$ cat src/verilog/stmr_pkg.sv
package stmr_pkg;
    // register numbers
    localparam logic [3:0] REG_CONFIG   = 4'h1;
    localparam logic [3:0] REG_LOOPBACK = 4'h2;
    localparam logic [3:0] REG_CHANNEL  = 4'h3;
    localparam logic [3:0] REG_CMDIND   = 4'h4;
    // command code in the upper nibble of the first byte
    localparam logic [3:0] CMD_CODE     = 4'h8;
    localparam logic [7:0] READ_REQ     = 8'h80;
    // configuration field positions
    localparam int CFG_MF_DIS_POS     = 7;
    localparam int CFG_STATE_MODE_POS = 5;
    localparam int CFG_LOOP_POS       = 4;
    localparam int CFG_SQ_MODE_POS    = 3;
    localparam int CFG_RX_EN_POS      = 2;
    localparam int CFG_CLKP_POS       = 1;
    // writable bits of the configuration byte; bits 6 and 0 read zero
    localparam logic [7:0] CFG_WMASK = 8'hbe;
    localparam logic [7:0] RESET_VAL = 8'h00;

    typedef enum logic [1:0] {
        stmr_idle_s  = 2'b00,
        stmr_wdata_s = 2'b01,
        stmr_raddr_s = 2'b10,
        stmr_resp_s  = 2'b11
    } stmr_state_t;
endpackage

$ cat src/verilog/stmr_regfile.sv
`timescale 1ns/1ns
module stmr_regfile (
    input  wire logic       core_clk,
    input  wire logic       rstn,
    input  wire logic       wr_en,
    input  wire logic [3:0] wr_addr,
    input  wire logic [7:0] wr_data,
    input  wire logic [3:0] rd_addr,
    output logic      [7:0] rd_data,
    output logic            rd_hit,
    output logic      [7:0] cfg
);
    logic [7:0] regs [1:4];

    genvar i;
    generate
        for (i = 1; i <= 4; i++) begin : g_reg
            always_ff @(posedge core_clk or negedge rstn) begin
                if (!rstn) begin
                    regs[i] <= stmr_pkg::RESET_VAL;
                end else if (wr_en && wr_addr == 4'(i)) begin
                    // configuration keeps its fixed zero bits
                    regs[i] <= (i == 1) ? (wr_data & stmr_pkg::CFG_WMASK) : wr_data;
                end
            end
        end
    endgenerate

    always_comb begin
        rd_hit  = (rd_addr >= stmr_pkg::REG_CONFIG)
               && (rd_addr <= stmr_pkg::REG_CMDIND);
        rd_data = rd_hit ? regs[rd_addr[2:0] == 3'h0 ? 1 : int'(rd_addr)] : 8'h00;
    end

    assign cfg = regs[1];
endmodule

$ cat src/verilog/stmr_access.sv
// Operation
// - exactly four registers, numbered one to four
// - registers reached only by monitor commands
// - write: 1000 plus address, then data
// - read request: 80h, then zero nibble address
// - valid read request produces a response
// - response: 1000 plus address, then data
// - configuration register at address one, read/write
// - configuration byte bit layout fixed
// - multiframe disable suspends multiframe synchronisation
`timescale 1ns/1ns
module stmr_access (
    input  wire logic       core_clk,
    input  wire logic       rstn,
    input  wire logic       mon_rx_valid,
    input  wire logic [7:0] mon_rx_byte,
    output logic            mon_tx_valid,
    output logic      [7:0] mon_tx_byte,
    output logic            multiframe_sync_disable,
    output logic            state_machine_mode_select,
    output logic            loop_enable,
    output logic            s_q_channel_mode,
    output logic            receive_enable,
    output logic            clock_phase_select
);
    typedef struct packed {
        stmr_pkg::stmr_state_t st;
        logic [3:0]            addr;
        logic [7:0]            data;
        logic                  tx_valid;
        logic [7:0]            tx_byte;
        logic [5:0]            cfg_out;
    } stmr_ctl_t;

    stmr_ctl_t  r;
    stmr_ctl_t  next_r;
    logic       wr_en;
    logic [7:0] rd_data;
    logic       rd_hit;
    logic [7:0] cfg;

    // the only write path into the registers is the command decoder
    stmr_regfile u_regs (
        .core_clk (core_clk),
        .rstn     (rstn),
        .wr_en    (wr_en),
        .wr_addr  (r.addr),
        .wr_data  (mon_rx_byte),
        .rd_addr  (r.addr),
        .rd_data  (rd_data),
        .rd_hit   (rd_hit),
        .cfg      (cfg)
    );

    always_comb begin
        next_r   = r;
        wr_en    = 1'b0;
        next_r.tx_valid = 1'b0;
        next_r.cfg_out  = {cfg[stmr_pkg::CFG_MF_DIS_POS], cfg[stmr_pkg::CFG_STATE_MODE_POS],
                           cfg[stmr_pkg::CFG_LOOP_POS], cfg[stmr_pkg::CFG_SQ_MODE_POS],
                           cfg[stmr_pkg::CFG_RX_EN_POS], cfg[stmr_pkg::CFG_CLKP_POS]};
        case (r.st)
            stmr_pkg::stmr_idle_s: begin
                if (mon_rx_valid) begin
                    if (mon_rx_byte == stmr_pkg::READ_REQ) begin
                        next_r.st = stmr_pkg::stmr_raddr_s;
                    end else if (mon_rx_byte[7:4] == stmr_pkg::CMD_CODE) begin
                        next_r.addr = mon_rx_byte[3:0];
                        next_r.st   = stmr_pkg::stmr_wdata_s;
                    end
                end
            end
            stmr_pkg::stmr_wdata_s: begin
                if (mon_rx_valid) begin
                    wr_en     = rd_hit;
                    next_r.st = stmr_pkg::stmr_idle_s;
                end
            end
            stmr_pkg::stmr_raddr_s: begin
                if (mon_rx_valid) begin
                    next_r.addr = mon_rx_byte[3:0];
                    if (mon_rx_byte[7:4] == 4'h0) begin
                        next_r.st = stmr_pkg::stmr_resp_s;
                    end else begin
                        next_r.st = stmr_pkg::stmr_idle_s;
                    end
                end
            end
            stmr_pkg::stmr_resp_s: begin
                if (rd_hit) begin
                    next_r.data     = rd_data;
                    next_r.tx_valid = 1'b1;
                    next_r.tx_byte  = {stmr_pkg::CMD_CODE, r.addr};
                    next_r.st       = stmr_pkg::stmr_wdata_s;
                    next_r.addr     = 4'h0;
                end else begin
                    next_r.st = stmr_pkg::stmr_idle_s;
                end
                if (r.addr == 4'h0 && r.tx_valid) begin
                    next_r.st = stmr_pkg::stmr_idle_s;
                end
            end
            default: next_r.st = stmr_pkg::stmr_idle_s;
        endcase
        // second response byte follows the first on the next cycle
        if (r.tx_valid && r.tx_byte[7:4] == stmr_pkg::CMD_CODE && r.st == stmr_pkg::stmr_wdata_s
            && r.addr == 4'h0) begin
            next_r.tx_valid = 1'b1;
            next_r.tx_byte  = r.data;
            next_r.st       = stmr_pkg::stmr_idle_s;
            wr_en           = 1'b0;
        end
    end

    always_ff @(posedge core_clk or negedge rstn) begin
        if (!rstn) begin
            r <= '0;
        end else begin
            r <= next_r;
        end
    end

    assign mon_tx_valid              = r.tx_valid;
    assign mon_tx_byte               = r.tx_byte;
    assign multiframe_sync_disable   = r.cfg_out[5];
    assign state_machine_mode_select = r.cfg_out[4];
    assign loop_enable               = r.cfg_out[3];
    assign s_q_channel_mode          = r.cfg_out[2];
    assign receive_enable            = r.cfg_out[1];
    assign clock_phase_select        = r.cfg_out[0];

    property p_resp_second;
        @(posedge core_clk) disable iff (!rstn)
            (r.st == stmr_pkg::stmr_resp_s && rd_hit) |=> mon_tx_valid ##1 mon_tx_valid;
    endproperty
    a_resp_second: assert property (p_resp_second)
        else $error("response not two bytes");

    property p_resp_head;
        @(posedge core_clk) disable iff (!rstn)
            (r.st == stmr_pkg::stmr_resp_s && rd_hit) |=> mon_tx_byte[7:4] == 4'h8;
    endproperty
    a_resp_head: assert property (p_resp_head)
        else $error("bad response head");

    property p_no_resp_bad;
        @(posedge core_clk) disable iff (!rstn)
            (r.st == stmr_pkg::stmr_resp_s && !rd_hit) |=> !mon_tx_valid;
    endproperty
    a_no_resp_bad: assert property (p_no_resp_bad)
        else $error("response to bad address");

    property p_read_start;
        @(posedge core_clk) disable iff (!rstn)
            (r.st == stmr_pkg::stmr_idle_s && mon_rx_valid && mon_rx_byte == 8'h80)
            |=> r.st == stmr_pkg::stmr_raddr_s;
    endproperty
    a_read_start: assert property (p_read_start)
        else $error("read request not taken");

    property p_write_start;
        @(posedge core_clk) disable iff (!rstn)
            (r.st == stmr_pkg::stmr_idle_s && mon_rx_valid && mon_rx_byte[7:4] == 4'h8
             && mon_rx_byte[3:0] != 4'h0) |=> r.st == stmr_pkg::stmr_wdata_s;
    endproperty
    a_write_start: assert property (p_write_start)
        else $error("write not taken");

    property p_bad_code;
        @(posedge core_clk) disable iff (!rstn)
            (r.st == stmr_pkg::stmr_idle_s && mon_rx_valid && mon_rx_byte[7:4] != 4'h8)
            |=> r.st == stmr_pkg::stmr_idle_s;
    endproperty
    a_bad_code: assert property (p_bad_code)
        else $error("bad code accepted");

    property p_cfg_zero;
        @(posedge core_clk) disable iff (!rstn)
            (cfg[6] == 1'b0) && (cfg[0] == 1'b0);
    endproperty
    a_cfg_zero: assert property (p_cfg_zero)
        else $error("fixed config bit set");

    property p_mf_dis_follow;
        @(posedge core_clk) disable iff (!rstn)
            ##1 multiframe_sync_disable == $past(cfg[7]);
    endproperty
    a_mf_dis_follow: assert property (p_mf_dis_follow)
        else $error("multiframe disable output stale");

    // the response must name the register that was asked for
    property p_resp_addr;
        @(posedge core_clk) disable iff (!rstn)
            (r.st == stmr_pkg::stmr_resp_s && rd_hit) |=> mon_tx_byte[3:0] == $past(r.addr);
    endproperty
    a_resp_addr: assert property (p_resp_addr)
        else $error("response address not echoed");

    property p_resp_data;
        @(posedge core_clk) disable iff (!rstn)
            (r.st == stmr_pkg::stmr_resp_s && rd_hit)
            |=> ##1 mon_tx_byte == $past(rd_data, 2);
    endproperty
    a_resp_data: assert property (p_resp_data)
        else $error("response data differs from register");

    property p_two_bytes_only;
        @(posedge core_clk) disable iff (!rstn)
            (mon_tx_valid ##1 mon_tx_valid) |=> !mon_tx_valid;
    endproperty
    a_two_bytes_only: assert property (p_two_bytes_only)
        else $error("response longer than two bytes");

    property p_cfg_write;
        @(posedge core_clk) disable iff (!rstn)
            (r.st == stmr_pkg::stmr_wdata_s && mon_rx_valid
             && r.addr == stmr_pkg::REG_CONFIG)
            |=> cfg == ($past(mon_rx_byte) & stmr_pkg::CFG_WMASK);
    endproperty
    a_cfg_write: assert property (p_cfg_write)
        else $error("configuration write lost");

    // a data byte aimed elsewhere must leave the configuration alone
    property p_other_write;
        @(posedge core_clk) disable iff (!rstn)
            (r.st == stmr_pkg::stmr_wdata_s && mon_rx_valid
             && r.addr != stmr_pkg::REG_CONFIG)
            |=> $stable(cfg);
    endproperty
    a_other_write: assert property (p_other_write)
        else $error("configuration changed by foreign write");

    property p_out_follow;
        @(posedge core_clk) disable iff (!rstn)
            1'b1 |=> {state_machine_mode_select, loop_enable, s_q_channel_mode, receive_enable,
                      clock_phase_select} == $past(cfg[5:1]);
    endproperty
    a_out_follow: assert property (p_out_follow)
        else $error("configuration outputs stale");
endmodule

$ cat config.mk
export PLATFORM = sky130hd
export DESIGN_NAME = stmr_access
export DESIGN_NICKNAME = d
export VERILOG_FILES = /design/src/verilog/stmr_pkg.sv /design/src/verilog/stmr_regfile.sv /design/src/verilog/stmr_access.sv
export SDC_FILE = /design/constraint.sdc
export NUM_CORES = 1
export LEC_CHECK = 0
export ABC_AREA = 1
export BUFFER_PORTS_ARGS = -buffer_cell sky130_fd_sc_hd__buf_4
export CAP_MARGIN = 25
export CORE_AREA = 8 8 91 93
export DETAILED_ROUTE_END_ITERATION = 8
export DIE_AREA = 0 0 99 101
export PLACE_DENSITY = 0.71
export SYNTH_ARGS = -nofsm -noshare
export SYNTH_HDL_FRONTEND = slang
export SYNTH_HIERARCHICAL = 1
export SYNTH_SLANG_ARGS = --single-unit
$ cat constraint.sdc
create_clock -name core_clk -period 5.32 [get_ports core_clk]
set_input_delay 0.266 -clock core_clk [delete_from_list [all_inputs] [get_ports core_clk]]
set_output_delay 0.266 -clock core_clk [all_outputs]
set_load 0.005 [all_outputs]
# After elaboration in Yosys (flattened, before gate mapping)
# Cells that the tools add are included.
op_classes:
  reduce_logical: 20
  eq_ne: 19
  magnitude_cmp: 3
  n_bitwise: 1
  n_mux: 22
op_table:
  columns: ["op", "count"]
  rows:
  - ["$ge A32 B4 Y1 const B", 1]
  - ["$not A32 Y32", 1]
  - ["$bmux W8 S3", 1]
  - ["$mux W21", 1]
  - ["$mux W6", 3]
  - ["$mux W9", 2]
  - ["$mux W8", 2]
  - ["$pmux W4 S3", 1]
  - ["$ne A2 B2 Y1 const B", 5]
  - ["$logic_and A1 B1 Y1", 9]
  - ["$eq A4 B2 Y1 const B", 2]
  - ["$eq A4 B4 Y1 const B", 2]
  - ["$eq A8 B8 Y1 const B", 1]
  - ["$logic_not A4 Y1", 2]
  - ["$mux W2", 4]
  - ["$mux W4", 2]
  - ["$pmux W2 S4", 1]
  - ["$ne A3 B3 Y1 const B", 2]
  - ["$reduce_and A6 Y1", 1]
  - ["$mux W1", 5]
  - ["$eq A2 B2 Y1 const B", 2]
  - ["$eq A4 B1 Y1 const B", 1]
  - ["$eq A4 B3 Y1 const B", 1]
  - ["$ge A4 B1 Y1 const B", 1]
  - ["other kinds (10)", 12]
totals:
  register_bits: 59
  word_cells: 75
  inputBits: 11

# Longest topological paths before layout
# Gate-level depths: netlist of run 1.
logic_depth:
  word_depth: 9
  mapped_depth: 12
  depth_no_buf: 11

# Modules after synthesis
# The synthesis of run 1 kept the hierarchy.
by_module_without_submodules:
  columns: ["mod", "area_per_inst_um2", "n_inst", "cells_per_inst"]
  rows:
  - ["stmr_regfile", 1642.8, 1, 216]
  - ["stmr_access", 1381.3, 1, 164]

# Worst setup path before layout of run 1
# No wires, ideal clock.
synth_path:
  kind: "reg-to-reg"
  start: "register r[24] (netlist name)"
  end: "register u_regs/regs[1] (netlist name)"
  arrival_ns: 1.897
  period_less_slack_ns: 2.023
  setup_time_ns: 0.126
  setup_slack_ns: 3.297
  stages_incl_launch_ff: 12
  path_cell_list: "dfrtp_1 buf_6 o21ai_2 and2_2 nand3_1 nor2_1 inv_1 nor2_1 nand3_1 buf_2 nand2_1 o21ai_0"
synth_via:
  elab_chain_len: 6
synth_lines:
  columns: ["item", "line", "source"]
  rows:
  - ["start, declared", "stmr_access.sv:35", "stmr_ctl_t r;"]
  - ["start signal, assigned", "stmr_access.sv:119", "r <= next_r;"]
  - ["$ge A4 B1 Y1 / $le A4 B3 Y1 (equally long branches)", "stmr_regfile.sv:30, stmr_regfile.sv:31", null]
  - ["$logic_and A1 B1 Y1 *", "stmr_regfile.sv:31", "&& (rd_addr <= stmr_pkg::REG_CMDIND);"]
  - ["via rd_hit", "stmr_access.sv:39", "logic rd_hit;"]
  - ["$mux W1 *", "stmr_access.sv:74", "if (mon_rx_valid) begin"]
  - ["$mux W1 *", "stmr_access.sv:62", "case (r.st)"]
  - ["$mux W1 *", "stmr_access.sv:106", "if (r.tx_valid && r.tx_byte[7:4] == stmr_pkg::CMD_CODE && r.st == stmr_pkg::stmr_wdata_s"]
  - ["via wr_en", "stmr_access.sv:37", "logic wr_en;"]
  - ["$logic_and A1 B1 Y1 *", "stmr_regfile.sv:21", "end else if (wr_en && wr_addr == 4'(i)) begin"]
  - ["end signal, assigned by index", "stmr_regfile.sv:20", "regs[i] <= stmr_pkg::RESET_VAL;"]
  - ["end signal, assigned by index", "stmr_regfile.sv:23", "regs[i] <= (i == 1) ? (wr_data & stmr_pkg::CFG_WMASK) : wr_data;"]
  - ["end, declared", "stmr_regfile.sv:13", "logic [7:0] regs [1:4];"]
# Mark *: on every way through the listed nets, which the timed path passes. The rest lies on a longest branch.
# A chain may end at the register's enable or synchronous reset.

# Worst setup path in the final report of run 1
layout_path:
  start: "register r[24] (netlist name)"
  end: "register u_regs/regs[16] (netlist name)"
layout_via:
  elab_chain_len: 6
layout_lines:
  columns: ["item", "line"]
  rows:
  - ["$ge A4 B1 Y1 / $le A4 B3 Y1 (equally long branches)", "stmr_regfile.sv:30, stmr_regfile.sv:31"]
  - ["$logic_and A1 B1 Y1", "stmr_regfile.sv:31"]
  - ["$mux W1", "stmr_access.sv:74"]
  - ["$mux W1", "stmr_access.sv:62"]
  - ["$mux W1 *", "stmr_access.sv:106"]
  - ["via wr_en", "stmr_access.sv:37"]
  - ["$logic_and A1 B1 Y1 *", "stmr_regfile.sv:21"]
# Marks and branches as above.

==> results.md, run 1 <==
* End-of-flow core utilization at 0.470
* Syn_area_per_cell at 7.97 µm²
* Startpoint types: register
* Reg2reg setup slack at 2.70 ns
* Initial core utilization at 0.433
* Clock buffer depth at 2
* Worst Hold Class: in -> async
* Port-buffer cells at 25
* Final hold slack at -0.0124 ns
* Initial antenna violation count at 0
* DRC Markers at 0
* Die width at 99 µm
* RSZ-0062 raised after global routing: no
* Worst path required time at 5.51 ns
* Mapped Cells at 377
* Clk pin slew, worst setup/hold paths at about 0.060 ns
* Largest net degree at the start of global routing at 60
* Share of post-route cells with drive strength above 1 at 0.163
* Final hold viol count at 13
* Post-CTS Setup Bufs at 0
* Grt total ovfl at 0
* CTS H-tree lvls at 3
* Die area at 10000 µm²
* Global-route wire length before repair at approximately 11000 µm
* Post-layout min period at roughly 2.6 ns
* Vias in the first global route at 2207
* Detailed Route Iter0 Violations at 203
* Worst-Margin Slew at about 0.74 ns
* Mapped cell area at 3010 µm²
* Sink Count at about 60
* Tcrit/Tclk final at 0.493
* CP Capture Type: register
* R2r startpoint: r[24]
* Post-CTS Hold Buffers at 0
* Pleak at 1.72 nW
* Critical path peak fanout at 17
* Status: finished, violations left
* Row count at 31
* Final ANT Viol Nets at 0
* Final HPWL DP at 4760 µm
* CTS tree: built
* Peak supply drop at ~0.00015 V
* ANT cells at 0
* Core region area at 6940 µm²
* Fin nets at 400
* Area grow syn2layout at 8.62%
* Post-synthesis net count at 388
* Total of max-cap violations at 0
* # setup viols final at 0
* Drt wl/cell at around 13 µm
* Fmax at 381 MHz
* Tot GR Track Use at 0.140
* Rel. slew slack at 0.508
* Vias at 2348
* Clock skew at 0.00482 ns
* Root Buffer: clkbuf_8
* Worst EP arrival at between 2 and 3 ns
* R2R Path End: u_regs/regs[16]
* Post-Route WL at 6390 µm
* Failing checks: hold timing
* Final GP Congestion at 0.916
* Top-Level Pins at 26
* DIE HEIGHT at 101 µm
* DR pass1 iterations at 4
* Vias per cell at 4.94
* Setup tns final at 0 ns
* Clk_lat worst skew at 0.34 ns
* Max Slew Vio Count at 0
* CTS buffer count at 9
* Pwr dens at slightly above 400 nW/µm²
* CP Class: reg -> reg
* CTS resizes at 0
* Worst reg2reg path depth at 11
* Yosys warnings at 6
[placed cells by master, fill, tap and decap left out, drive strengths merged]
cell / count
dfrtp: 59
buf: 25
nand3b: 1
nor2: 28
and2: 1
nand2: 145
o211ai: 2
o21ai: 43
nand4: 1
inv: 38
clkbuf: 12
a21oi: 8
nand3: 27
clkinv: 3
[worst max-delay path by stage]
stage / start / end / slack [ns] / cells after the start
floorplan: r[24] / u_regs/regs[1] / 3.30 / 11
global placement: r[24] / u_regs/regs[0] / 2.85 / 11
detailed placement: r[24] / u_regs/regs[16] / 2.78 / 11
CTS: r[24] / u_regs/regs[2] / 2.74 / 10
global route: r[25] / u_regs/regs[1] / 2.35 / 10
finish: r[24] / u_regs/regs[16] / 2.70 / 11
[worst max-delay path, stage by stage, from the launching register on]
cell,delay (ns)
dfrtp_1,0.76
inv_1,0.09
nand2_1,0.10
nor2_1,0.06
nand2_2,0.23
inv_1,0.20
nor2_1,0.18
nand2_1,0.08
inv_1,0.10
nand3b_1,0.37
nand2_1,0.20
o21ai_0,0.11
[final cells by class]
type,instances,area [µm²]
Tap cell,82,103
Sequential cell,59,1480
Multi-Input combinational cell,256,1190
Inverter,38,148
Timing Repair Buffer,25,188
Clock buffer,12,145
Fill cell,695,3680
Clock inverter,3,15.0
[layer usage]
layer | GRT usage | vias up | part of all wire
li1 | - | 1187 | -
met1 | 0.173 | 1094 | 0.45
met2 | 0.217 | 57 | 0.47
met3 | 0.0428 | 10 | 0.059
met4 | 0.0685 | 0 | 0.018
met5 | 0 | - | 0
[state kept, by name, indices dropped and copies added, names as in the netlist]
signal / count
u_regs/regs: 24
r: 14
mon_tx_byte: 8
u_regs/cfg: 6
clock_phase_select: 1
loop_enable: 1
mon_tx_valid: 1
multiframe_sync_disable: 1
receive_enable: 1
s_q_channel_mode: 1
state_machine_mode_select: 1
[report_power, final]
part / switching, W / internal (W) / total [W]
logic: 0.000235 / 0.000148 / 0.000384
registers: 0.0000970 / 0.000534 / 0.000631
clock network: 0.000163 / 0.000177 / 0.000340
total: 0.000496 / 0.000859 / 0.00136
[stage by stage]
stage	cell area [µm²]	std cells	setup slack, ns	power, W	hold slack, ns
after floorplan	3010	377	3.30	0.000943	-0.0296
after global placement	3100	460	2.85	0.00101	0.370
after detailed placement	3100	460	2.78	0.00102	0.376
after CTS	3260	475	2.74	0.00136	0.0173
after global routing	3260	475	2.35	0.00146	0.0483
final	3260	475	2.70	0.00136	-0.0124
(Power assumes the default switching activity.)
==> run 2: changes to the inputs <==
clock period = 2.6 ns   (was 5.32 ns; I/O delays follow)
==> results.md, run 2 (synthesis results as in run 1) <==
* Status: finished clean (was finished, violations left)
* Initial antenna violation count at 0 (unchanged)
* Slowest CP cell: dfrtp_1 (unchanged)
* Rel. slew slack at 0.519 (was 0.508)
* Comb pwr share at 0.296 (was 0.283)
* Switching share of power at 0.359 (was 0.366)
* DRC Markers at 0 (unchanged)
* Setup tns final at 0 ns (unchanged)
* Critical path peak fanout at 16 (was 17)
* Critical Path Max Stage Delay at 0.60 ns (was 0.76 ns)
* CP Class: reg -> reg (unchanged)
* Fmax at 430 MHz (was 381 MHz)
* Final GP Congestion at 0.840 (was 0.916)
* Top-Level Pins at 26 (unchanged)
* Register name with the most flops: u_regs/regs (unchanged)
* Multi-input gate area at 1190 µm² (unchanged)
* CP Capture Type: register (unchanged)
* RSZ-0062 raised after global routing: no (unchanged)
* Final ANT Viol Nets at 0 (unchanged)
* DR pass1 iterations at 5 (was 4)
* Tcrit/Tclk final at 0.893 (was 0.493)
* Clock share of power at 0.265 (was 0.251)
* Peak supply drop at 0.000326 V (was 0.000151 V)
* Cell family contributing the most delay on the critical path: simple AND/OR/NAND/NOR gates (unchanged)
* Most frequent cells in the layout: nand2_1 (136), dfrtp_1 (59), inv_1 (35), o21ai_0 (35), buf_4 (29) (was nand2_1 (136), dfrtp_1 (59), inv_1 (35), o21ai_0 (35), buf_4 (25))
* Detailed Route Iter0 Violations at 166 (was 203)
* Worst Hold Class: in -> reg (was in -> async)
* Clock buffer depth at 2 (unchanged)
* # setup viols final at 0 (unchanged)
* Tot Pwr at 0.00285 W (was 0.00136 W)
* Reg power frac at 0.439 (was 0.466)
* Vias at 2366 (was 2348)
* Row count at 31 (unchanged)
* Pleak at 1.75 nW (was 1.72 nW)
* Switching pwr at 0.00103 W (was 0.000496 W)
* Startpoint types: register (unchanged)
* Die area at 10000 µm² (unchanged)
* Register area at 1480 µm² (unchanged)
* Post-layout min period at 2.32 ns (was 2.62 ns)
* Worst-Margin Slew at 0.721 ns (was 0.738 ns)
* Final HPWL DP at 4510 µm (was 4760 µm)
* CTS tree: built (unchanged)
* CP Cell Sequence: nor2_4 -> a21oi_4 -> and2_2 -> nand3_1 -> nor2_1 -> inv_1 -> nor2_1 -> nand3_1 -> o21ai_0 (was inv_1 -> nand2_1 -> nor2_1 -> nand2_2 -> inv_1 -> nor2_1 -> nand2_1 -> inv_1 -> nand3b_1 -> nand2_1 -> o21ai_0)
* Max FFs per register at 24 (unchanged)
* Pwr dens at 859 nW/µm² (was 415 nW/µm²)
* CTS resizes at 0 (unchanged)
* Vias per cell at 4.93 (was 4.94)
* Most common cell after layout, fill and taps aside: nand2_1 (unchanged)
* Global-route wire length before repair at 10400 µm (was 10900 µm)
* CTS H-tree lvls at 3 (unchanged)
* Clock skew at 0.00775 ns (was 0.00482 ns)
* Internal power at 0.00183 W (was 0.000859 W)
* CP bufs+invs at 1 (was 3)
* Vias in the first global route at 2150 (was 2207)
* Worst EP arrival at 2.57 ns (was 2.82 ns)
* Die width at 99 µm (unchanged)
* DIE HEIGHT at 101 µm (unchanged)
* ANT cells at 0 (unchanged)
* Port-buffer cells at 25 (unchanged)
* Grt total ovfl at 0 (unchanged)
* Max Slew Vio Count at 0 (unchanged)
* Drt wl/cell at 12.9 µm (was 13.4 µm)
* Clk_lat worst skew at 0.34 ns (about the same)
* Final hold viol count at 0 (was 13)
* Tot GR Track Use at 0.134 (was 0.140)
* Area grow syn2layout at 10.6% (was 8.62%)
* Worst path required time at 2.84 ns (was 5.51 ns)
* Initial core utilization at 0.433 (unchanged)
* Core region area at 6940 µm² (unchanged)
* Root Buffer: clkbuf_8 (unchanged)
* Total of max-cap violations at 0 (unchanged)
* Fin nets at 405 (was 400)
* Largest net degree at the start of global routing at 60 (unchanged)
* Post-Route WL at 6200 µm (was 6390 µm)
* Fillers at 693 (was 695)
* Clk pin slew, worst setup/hold paths at 0.06 ns (about the same)
* CTS buffer count at 9 (unchanged)
* Sink Count at 59 (unchanged)
* Share of post-route cells with drive strength above 1 at 0.173 (was 0.163)
## run 2: repair_timing
action | 4_1_cts | 5_1_grt
buffers inserted | 0 | 0
hold endpoints to repair | 59 | 0
hold buffers | 1 | 0
## run 2: power by group through the flow
stage	clock (W)	combinational (W)	sequential, W
2_1_floorplan	0	0.000691	0.00124
3_3_place_gp	0	0.000833	0.00126
3_5_place_dp	0	0.000847	0.00127
4_1_cts	0.000778	0.000852	0.00125
5_1_grt	0.000812	0.000958	0.00128
6_report	0.000755	0.000846	0.00125
## run 2: final timing paths
check,cells after the start,slack [ns],startpoint,end
setup / recovery,9,0.28,r[23],u_regs/regs[1]
hold reg to reg,0,0.41,u_regs/cfg[4],loop_enable
hold / removal,3,0.06,mon_rx_byte[0],r[23]
setup reg to reg,9,0.28,r[23],u_regs/regs[1]
min in group asynchronous,2,0.38,rstn,u_regs/regs[12]
max in group asynchronous,2,1.73,rstn,r[17]
## run 2: cell type report
| type | count | area share |
|---|---|---|
| clock buffer | 13 | 0.0508 |
| clock inverter | 2 | 0.00301 |
| inverter | 38 | 0.0444 |
| multi-input combinational | 256 | 0.358 |
| sequential | 59 | 0.444 |
| tap | 82 | 0.0309 |
| timing repair buffer | 30 | 0.0685 |
## run 2: layer usage
layer | global-route usage | wire (µm) | vias to the layer above
met5 | 0 | 0 | -
met4 | 0.0673 | 117 | 0
met3 | 0.0442 | 315 | 10
met2 | 0.206 | 2830 | 53
met1 | 0.166 | 2930 | 1103
li1 | - | - | 1200
## run 2: tightest hold or removal path, cell delays in order
cell and delay, ns:
buf_4 0.12, nand2_1 0.05, o21ai_1 0.06
## run 2: through the flow
step                hold slack, ns  instance area, µm²  std cells   util  setup WS [ns]
floorplan                   -0.166                3010        377      -          0.577
global placement             0.236                3130        464  0.451          0.437
detailed placement           0.237                3130        464  0.451          0.331
CTS                         0.0487                3320        480  0.479          0.299
global route                0.0595                3320        480  0.479         0.0182
finish                      0.0626                3320        480  0.479          0.277
